`src/lcs_map.svh`:
```
// Purpose: Offsets, field positions, codes and reset values of the low-carrier stage
// Assumes: Byte addresses on an AXI4-Lite bus with 32-bit data
// Notes: Definitions only
`ifndef LCS_MAP_SVH
`define LCS_MAP_SVH

`define LCS_CTRL_OFS 8'h00
`define LCS_STAT_OFS 8'h04

`define LCS_BIT_OUT_DIS 7
`define LCS_BIT_INVERT 6
`define LCS_BIT_SYNC 5
`define LCS_BIT_UNUSED 4
`define LCS_SEL_MSB 3
`define LCS_SEL_LSB 0

`define LCS_SEL_GROUND 4'h0
`define LCS_SEL_PIN1 4'h1
`define LCS_SEL_PIN2 4'h2
`define LCS_SEL_REFCLK 4'h3
`define LCS_SEL_PWM_BASE 2'h1
`define LCS_SRC_CODES 8

`define LCS_CTRL_RST 8'h00
`define LCS_RESP_OKAY 2'h0
`define LCS_RESP_SLVERR 2'h2

`endif

```
`src/lcs_pkg.sv`:
```
// Purpose: Types shared by the low-carrier stage and its register slave
// Assumes: 8-bit byte addresses, 32-bit data
// Notes: Field names of the bus structs follow the published AXI4-Lite names
package lcs_pkg;

    typedef struct packed {
        logic awvalid;
        logic [7:0] awaddr;
        logic wvalid;
        logic [31:0] wdata;
        logic [3:0] wstrb;
        logic bready;
        logic arvalid;
        logic [7:0] araddr;
        logic rready;
    } axil_req_t;

    typedef struct packed {
        logic awready;
        logic wready;
        logic bvalid;
        logic [1:0] bresp;
        logic arready;
        logic rvalid;
        logic [31:0] rdata;
        logic [1:0] rresp;
    } axil_rsp_t;

    typedef struct packed {
        logic low_carrier_out_disable;
        logic low_carrier_invert;
        logic low_carrier_sync_enable;
        logic [3:0] low_carrier_source_select;
    } low_carrier_control_t;

    typedef enum logic [2:0] {
        SW_LOW = 3'h1,
        SW_WAIT = 3'h2,
        SW_HIGH = 3'h4
    } switch_state_t;

endpackage : lcs_pkg

```
`src/pin_sync3.sv`:
```
// Purpose: Bring an asynchronous pin level into the system clock domain
// Assumes: Pin may change at any time
// Notes: Output follows only once the second and third stages agree
`timescale 1ns/1ps
module pin_sync3
(
    input wire logic clk,
    input wire logic rst,
    input wire logic pin,
    output logic level
);

    typedef struct packed {
        logic s1;
        logic s2;
        logic s3;
        logic level;
    } sync_state_t;

    sync_state_t st_ff;
    sync_state_t nxt_st;

    always_comb
    begin
        nxt_st = st_ff;
        nxt_st.s1 = pin;
        nxt_st.s2 = st_ff.s1;
        nxt_st.s3 = st_ff.s2;
        // First stage may be metastable, so only s2 and s3 are compared
        if (st_ff.s2 == st_ff.s3)
        begin
            nxt_st.level = st_ff.s3;
        end
    end

    always_ff @(posedge clk)
    begin
        if (rst)
        begin
            st_ff <= '0;
        end
        else
        begin
            st_ff <= nxt_st;
        end
    end

    assign level = st_ff.level;

endmodule : pin_sync3

```
`src/lcs_axil_slave.sv`:
```
// Purpose: AXI4-Lite slave front end for the low-carrier register file
// Assumes: One write and one read under way at a time
// Notes: Write strobe fires in the same cycle that both address and data are first held
`timescale 1ns/1ps
`include "lcs_map.svh"
module lcs_axil_slave
(
    input wire logic clk,
    input wire logic rst,
    input wire lcs_pkg::axil_req_t req,
    output lcs_pkg::axil_rsp_t rsp,
    output logic wr_en,
    output logic [7:0] wr_addr,
    output logic [31:0] wr_data,
    output logic [3:0] wr_strb,
    input wire logic wr_ok,
    output logic [7:0] rd_addr,
    input wire logic [31:0] rd_data,
    input wire logic rd_ok
);

    typedef struct packed {
        logic aw_hold;
        logic [7:0] awaddr;
        logic w_hold;
        logic [31:0] wdata;
        logic [3:0] wstrb;
        logic bvalid;
        logic [1:0] bresp;
        logic rvalid;
        logic [31:0] rdata;
        logic [1:0] rresp;
    } slave_state_t;

    slave_state_t st_ff;
    slave_state_t nxt_st;
    logic aw_take;
    logic w_take;
    logic ar_take;

    assign aw_take = req.awvalid && !st_ff.aw_hold && !st_ff.bvalid;
    assign w_take = req.wvalid && !st_ff.w_hold && !st_ff.bvalid;
    assign ar_take = req.arvalid && !st_ff.rvalid;
    assign wr_en = st_ff.aw_hold && st_ff.w_hold && !st_ff.bvalid;
    assign wr_addr = st_ff.awaddr;
    assign wr_data = st_ff.wdata;
    assign wr_strb = st_ff.wstrb;
    assign rd_addr = req.araddr;

    always_comb
    begin
        nxt_st = st_ff;
        if (aw_take)
        begin
            nxt_st.aw_hold = 1'b1;
            nxt_st.awaddr = req.awaddr;
        end
        if (w_take)
        begin
            nxt_st.w_hold = 1'b1;
            nxt_st.wdata = req.wdata;
            nxt_st.wstrb = req.wstrb;
        end
        if (wr_en)
        begin
            nxt_st.aw_hold = 1'b0;
            nxt_st.w_hold = 1'b0;
            nxt_st.bvalid = 1'b1;
            nxt_st.bresp = wr_ok ? `LCS_RESP_OKAY : `LCS_RESP_SLVERR;
        end
        else if (st_ff.bvalid && req.bready)
        begin
            nxt_st.bvalid = 1'b0;
        end
        if (ar_take)
        begin
            nxt_st.rvalid = 1'b1;
            nxt_st.rdata = rd_data;
            nxt_st.rresp = rd_ok ? `LCS_RESP_OKAY : `LCS_RESP_SLVERR;
        end
        else if (st_ff.rvalid && req.rready)
        begin
            nxt_st.rvalid = 1'b0;
        end
    end

    always_ff @(posedge clk)
    begin
        if (rst)
        begin
            st_ff <= '0;
        end
        else
        begin
            st_ff <= nxt_st;
        end
    end

    always_comb
    begin
        rsp.awready = !st_ff.aw_hold && !st_ff.bvalid;
        rsp.wready = !st_ff.w_hold && !st_ff.bvalid;
        rsp.bvalid = st_ff.bvalid;
        rsp.bresp = st_ff.bresp;
        rsp.arready = !st_ff.rvalid;
        rsp.rvalid = st_ff.rvalid;
        rsp.rdata = st_ff.rdata;
        rsp.rresp = st_ff.rresp;
    end

endmodule : lcs_axil_slave

```
`src/modulator_low_carrier_select.sv`:
```
// Purpose: Low-carrier selection stage of a data signal modulator
// Assumes: CLK_SYS 100 MHz; PWM and reference clock inputs are on CLK_SYS
// Notes: Carrier pins are asynchronous and pass a three-stage synchroniser
// Notes on behaviour
// [RL1] Output-disable bit 7 set stops selected source driving its output pin.
// [RL2] Polarity bit 6 set inverts the selected low carrier.
// [RL3] Sync bit 5 set delays low-to-high switch until a carrier falling edge.
// [RL4] Software should enable sync; unsynchronised switches may narrow pulses.
// [RL5] Carrier source comes from the 4-bit select field, bits 3 to 0.
// [RL6] Code 0111 is PWM unit four, 0110 unit three, PWM mode only; upper codes none.
// [RL7] Bit 4 reads zero; writable fields start unknown, kept over other resets. Here RST loads zero into them.
`timescale 1ns/1ps
`include "lcs_map.svh"
module modulator_low_carrier_select
(
    input wire logic CLK_SYS,
    input wire logic RST,
    input wire lcs_pkg::axil_req_t AXI_REQ,
    output lcs_pkg::axil_rsp_t AXI_RSP,
    input wire logic CARRIER_PIN1,
    input wire logic CARRIER_PIN2,
    input wire logic REF_CLOCK_SIG,
    input wire logic [3:0] PWM_OUT,
    input wire logic [3:0] PWM_MODE,
    input wire logic SWITCH_REQ,
    output logic LOW_CARRIER,
    output logic SWITCH_GRANT,
    output logic [7:0] SRC_DRIVE_EN
);

    typedef struct packed {
        lcs_pkg::low_carrier_control_t ctrl;
        logic carrier;
        logic carrier_prev;
        lcs_pkg::switch_state_t sw;
        logic [`LCS_SRC_CODES-1:0] drive_en;
    } stage_state_t;

    stage_state_t st_ff;
    stage_state_t nxt_st;

    logic pin1_lvl;
    logic pin2_lvl;
    logic src_raw;
    logic carrier_fall;
    logic wr_en;
    logic [7:0] wr_addr;
    logic [31:0] wr_data;
    logic [3:0] wr_strb;
    logic wr_ok;
    logic [7:0] rd_addr;
    logic [31:0] rd_data;
    logic rd_ok;
    logic [7:0] ctrl_byte;
    logic [`LCS_SRC_CODES-1:0] drive_calc;

    pin_sync3 u_sync_pin1
    (
        .clk(CLK_SYS),
        .rst(RST),
        .pin(CARRIER_PIN1),
        .level(pin1_lvl)
    );

    pin_sync3 u_sync_pin2
    (
        .clk(CLK_SYS),
        .rst(RST),
        .pin(CARRIER_PIN2),
        .level(pin2_lvl)
    );

    lcs_axil_slave u_regs
    (
        .clk(CLK_SYS),
        .rst(RST),
        .req(AXI_REQ),
        .rsp(AXI_RSP),
        .wr_en(wr_en),
        .wr_addr(wr_addr),
        .wr_data(wr_data),
        .wr_strb(wr_strb),
        .wr_ok(wr_ok),
        .rd_addr(rd_addr),
        .rd_data(rd_data),
        .rd_ok(rd_ok)
    );

    // Source mux; PWM units count only while in PWM output mode
    always_comb
    begin
        src_raw = 1'b0;
        if (st_ff.ctrl.low_carrier_source_select == `LCS_SEL_PIN1) // RL5
        begin
            src_raw = pin1_lvl;
        end
        else if (st_ff.ctrl.low_carrier_source_select == `LCS_SEL_PIN2)
        begin
            src_raw = pin2_lvl;
        end
        else if (st_ff.ctrl.low_carrier_source_select == `LCS_SEL_REFCLK)
        begin
            src_raw = REF_CLOCK_SIG;
        end
        else if (st_ff.ctrl.low_carrier_source_select[3:2] == `LCS_SEL_PWM_BASE)
        begin
            src_raw = PWM_OUT[st_ff.ctrl.low_carrier_source_select[1:0]]
                & PWM_MODE[st_ff.ctrl.low_carrier_source_select[1:0]]; // RL6
        end
    end

    // Per-source pin drive gate; only the selected source is silenced
    genvar k;
    generate
        for (k = 0; k < `LCS_SRC_CODES; k = k + 1)
        begin : g_drive
            assign drive_calc[k] = !(st_ff.ctrl.low_carrier_out_disable
                && (st_ff.ctrl.low_carrier_source_select == 4'(k))); // RL1
        end
    endgenerate

    assign carrier_fall = st_ff.carrier_prev && !st_ff.carrier;

    always_comb
    begin
        nxt_st = st_ff;
        nxt_st.carrier = src_raw ^ st_ff.ctrl.low_carrier_invert; // RL2
        nxt_st.carrier_prev = st_ff.carrier;
        nxt_st.drive_en = drive_calc;
        if (wr_en && wr_ok && wr_strb[0])
        begin
            nxt_st.ctrl.low_carrier_out_disable = wr_data[`LCS_BIT_OUT_DIS];
            nxt_st.ctrl.low_carrier_invert = wr_data[`LCS_BIT_INVERT];
            nxt_st.ctrl.low_carrier_sync_enable = wr_data[`LCS_BIT_SYNC];
            nxt_st.ctrl.low_carrier_source_select = wr_data[`LCS_SEL_MSB:`LCS_SEL_LSB]; // RL5
        end
        case (st_ff.sw)
            lcs_pkg::SW_LOW:
            begin
                if (SWITCH_REQ)
                begin
                    // Sync off lets the switch through at once
                    nxt_st.sw = st_ff.ctrl.low_carrier_sync_enable ? lcs_pkg::SW_WAIT
                        : lcs_pkg::SW_HIGH; // RL3
                end
            end
            lcs_pkg::SW_WAIT:
            begin
                if (!SWITCH_REQ)
                begin
                    nxt_st.sw = lcs_pkg::SW_LOW;
                end
                else if (carrier_fall || !st_ff.ctrl.low_carrier_sync_enable)
                begin
                    nxt_st.sw = lcs_pkg::SW_HIGH; // RL3
                end
            end
            lcs_pkg::SW_HIGH:
            begin
                if (!SWITCH_REQ)
                begin
                    nxt_st.sw = lcs_pkg::SW_LOW;
                end
            end
            default:
            begin
                nxt_st.sw = lcs_pkg::SW_LOW;
            end
        endcase
    end

    // Power-on value is unknown by nature; a defined zero is the safe pick here
    always_ff @(posedge CLK_SYS)
    begin
        if (RST)
        begin
            st_ff.ctrl <= lcs_pkg::low_carrier_control_t'(7'(`LCS_CTRL_RST)); // RL7
            st_ff.carrier <= 1'b0;
            st_ff.carrier_prev <= 1'b0;
            st_ff.sw <= lcs_pkg::SW_LOW;
            st_ff.drive_en <= '1;
        end
        else
        begin
            st_ff <= nxt_st;
        end
    end

    assign wr_ok = (wr_addr == `LCS_CTRL_OFS);
    assign rd_ok = (rd_addr == `LCS_CTRL_OFS) || (rd_addr == `LCS_STAT_OFS);

    assign ctrl_byte = {st_ff.ctrl.low_carrier_out_disable, st_ff.ctrl.low_carrier_invert,
        st_ff.ctrl.low_carrier_sync_enable, 1'b0, st_ff.ctrl.low_carrier_source_select}; // RL7

    always_comb
    begin
        rd_data = 32'h0000_0000;
        if (rd_addr == `LCS_CTRL_OFS)
        begin
            rd_data = {24'h00_0000, ctrl_byte};
        end
        else if (rd_addr == `LCS_STAT_OFS)
        begin
            rd_data = {16'h0000, st_ff.drive_en, 4'h0, st_ff.sw == lcs_pkg::SW_WAIT,
                st_ff.sw == lcs_pkg::SW_HIGH, src_raw, st_ff.carrier};
        end
    end

    assign LOW_CARRIER = st_ff.carrier;
    assign SWITCH_GRANT = (st_ff.sw == lcs_pkg::SW_HIGH);
    assign SRC_DRIVE_EN = st_ff.drive_en;
endmodule : modulator_low_carrier_select

```
`config.mk`:
```
export PLATFORM = sky130hd
export DESIGN_NAME = modulator_low_carrier_select
export DESIGN_NICKNAME = d
export VERILOG_FILES = /design/src/lcs_pkg.sv /design/src/pin_sync3.sv /design/src/lcs_axil_slave.sv /design/src/modulator_low_carrier_select.sv
export VERILOG_INCLUDE_DIRS = /design/src
export SDC_FILE = /design/constraint.sdc
export NUM_CORES = 1
export LEC_CHECK = 0
export ABC_CLOCK_PERIOD_IN_PS = 1800
export BUFFER_PORTS_ARGS = -buffer_cell sky130_fd_sc_hd__buf_2
export CAP_MARGIN = 5
export CORE_MARGIN = 3
export CORE_UTILIZATION = 47
export CTS_CLUSTER_DIAMETER = 100
export CTS_CLUSTER_SIZE = 16
export DETAILED_ROUTE_END_ITERATION = 6
export PLACE_DENSITY = 0.79
export SYNTH_ARGS = -nofsm -noshare
export SYNTH_HDL_FRONTEND = slang
export SYNTH_SLANG_ARGS = --single-unit
```
`constraint.sdc`:
```
create_clock -name CLK_SYS -period 1.8 [get_ports CLK_SYS]
set_input_delay 0.18 -clock CLK_SYS [delete_from_list [all_inputs] [get_ports CLK_SYS]]
set_output_delay 0.18 -clock CLK_SYS [all_outputs]
set_load 0.01 [all_outputs]
```
==> metrics.cfg <==
[job]
max_cap_violations=0

[synth]
synth-seq-cells=65
synth_warnings=0
syn-cell-area_mm2=0.002774
synth_edf_count=0
async_reset_ff_frac=0
synth_ff_type=dfxtp_1
avgSynthCellArea_um2=8.668
yosysUniqueCellTypes=37
yosysSeqAreaShare=0.4691
syn_inst=320

[setup_path]
crit_family=compound AO/OA/AOI/OAI gates
critical_path_depth=4
worstPathCellList=or2_2, a2111oi_0, nor3_1, o41ai_1
r2r_slack_ns=0.18
rr_worst_depth=4
r2r-end=u_regs.rsp[3]
critPathMaxFanout=4
r2r_start=ctrl_byte[2]
crit_start=ctrl_byte[2]
critPathBufInv=0
worstSetupEndpoint=u_regs.rsp[3]
worst_path_max_delay_cell=a2111oi_0
endpoint_kind=flip-flop
arrival_ns=1.85
required_ns=2.03
critPathLaunchType=flip-flop
max_stage_delay_ns=0.36
crit_type=flip-flop to flip-flop

[finish]
final_cell_mix=buf_2 (74), dfxtp_1 (65), nand2_1 (46), nor2_1 (33), a21oi_1 (24)
fillers=535
area_growth_pct=13.22
diodes=0
utilization=0.5600
instances_no_fill=447
final_common_cell=buf_2
drive_above_1_share=0.2720
multi_input_area_mm2=0.001119
seq_area_mm2=0.001301
nets=441

[global_routing]
grt_overflow=0
antenna_found_initial=0
grt_max_degree=37
first_global_vias=2049
grt_usage=0.1582
grt_pass1_wl_um=8928

[clocking]
clk_latency_ns=0.34
root_buffer=clkbuf_8
cts_tree=built
postCtsResizedCells=0
clock_sinks=65
cts_setup_buffers=0
clockBufferDepth=2
hold_buffers=0
clk_pin_slew_ns=0.07
cts_max_level=3
cts_buffers=9

[timing]
min_period_ns=1.618
clock_skew_ns=0.008384
fmax_mhz=617.9
finalHoldViolCount=0
post-route-period-util=0.8991
fin_tns_setup_ns=0
drv_slew=0
setup_viol=0
rsz0062_at_grt=no

[power]
p_comb_frac=0.088
powerDensity_mw_per_mm2=901.7
clock_power_share=0.377
p_seq_frac=0.535
swShare=0.2516
power.leakage_nw=1.407
power_w=0.002832
p_sw_w=0.0007126
vdd_drop_max_v=0.0005283
p_int_w=0.002119

[die]
die_h_um=82.83
core.rowCount=27
ios=122
die_area_mm2=0.006860
core_mm2=0.005608
fp.dieW_um=82.83
initial_utilization=0.4946

[min_path]
hold_path.startpoint=CARRIER_PIN2
holdCritPathClass=input pin to flip-flop

[detailed_routing]
highest_layer=met4
drt_iter0_drc=71
antenna_left=0
firstDrtPassIters=4
wl_met2_um=2576
met3_length_um=371
wirelength_um=5386
avgViaCountPerCell=4.810
wl_met1_um=2355
drc=0
via_count=2150
wl_per_cell_um=12.05

[placed_design]
dp_hpwl_um=3970
dp.cells=431
io_buffers=74
routabilityCongestion=0.7723

[outcome]
outcome=finished clean

==> kinds of logic after synthesis <==
kind of cell,count (synthesis),share of synthesized area
other,1,0.001352
XOR/XNOR,1,0.003158
buffers and inverters,66,0.1520
multiplexers,10,0.03744
AO/OA/AOI/OAI,52,0.1186
AND/OR/NAND/NOR,125,0.2183
flip-flops,65,0.4691
==> synthesized netlist by cell type, types with 2 or more instances <==
cell,n,area (µm²)
a211oi_1,3,22.52
a21oi_1,24,120.1
a22oi_1,14,105.1
and2_1,2,12.51
and3b_1,3,26.28
buf_4,46,345.3
clkbuf_1,12,45.04
dfxtp_1,65,1301
inv_1,6,22.52
mux2_2,3,33.78
mux2i_1,7,70.07
nand2_1,46,172.7
nand2b_1,5,31.28
nand3_1,5,25.02
nand3b_1,2,15.01
nand4_1,2,12.51
nor2_1,33,123.9
nor2b_1,11,68.82
nor3_1,4,20.02
nor3b_1,2,15.01
nor4_1,4,25.02
o21a_1,2,15.01
o21ai_0,4,20.02
or3_1,2,12.51
==> final cells by class <==
class / count / share of cell area
clock buffers: 11 / 0.04502
clock inverters: 5 / 0.009960
inverters: 6 / 0.007171
multi-input cells: 207 / 0.3562
flip-flops and latches: 65 / 0.4143
well taps: 72 / 0.02869
repair buffers: 81 / 0.1386
==> power groups by stage <==
stage	clock network, W	registers, W	logic, W
after floorplan	0	0.00154	0.000202
after global placement	0	0.00155	0.000242
after detailed placement	0	0.00155	0.000250
after CTS	0.00110	0.00152	0.000251
after global routing	0.00115	0.00152	0.000282
final	0.00107	0.00152	0.000250
==> per-layer routing <==
metal  track usage  vias to the layer above
li1              -                     1109
met1        0.1793                      961
met2        0.2704                       71
met3       0.04067                        9
met4       0.08618                        0
met5             0                        -
==> flip-flops by register name, summed over array words and instances (netlist names) <==
register and count:
u_regs.rsp 19, SRC_DRIVE_EN 8, u_regs.wr_addr 8, ctrl_byte 7
u_regs.wr_data 7, st_ff 4, u_regs.st_ff 2, u_sync_pin1.nxt_st 2
u_sync_pin2.nxt_st 2, LOW_CARRIER 1, u_regs.wr_strb 1, u_sync_pin1.level 1
u_sync_pin1.st_ff 1, u_sync_pin2.level 1, u_sync_pin2.st_ff 1
==> stage by stage <==
step	setup slack, ns	area, µm²	hold WS (ns)
2_1_floorplan	0.2196	2841	0.2757
3_3_place_gp	0.1085	2968	0.3917
3_5_place_dp	0.02705	2968	0.3917
5_1_grt	0.03768	3141	0.05507
6_report	0.1815	3141	0.05338
4_1_cts	0.1556	3141	0.03478
==> worst min-delay path by stage <==
| stage | endpoint | slack, ns | cells after the start |
|---|---|---|---|
| after floorplan | st_ff[8] | 0.28 | 1 |
| after global placement | u_sync_pin2.nxt_st[2] | 0.39 | 2 |
| after detailed placement | u_sync_pin2.nxt_st[2] | 0.39 | 2 |
| after CTS | u_sync_pin2.nxt_st[2] | 0.03 | 2 |
| after global routing | u_sync_pin2.nxt_st[2] | 0.06 | 2 |
| final | u_sync_pin2.nxt_st[2] | 0.05 | 2 |
(Power assumes the default switching activity.)
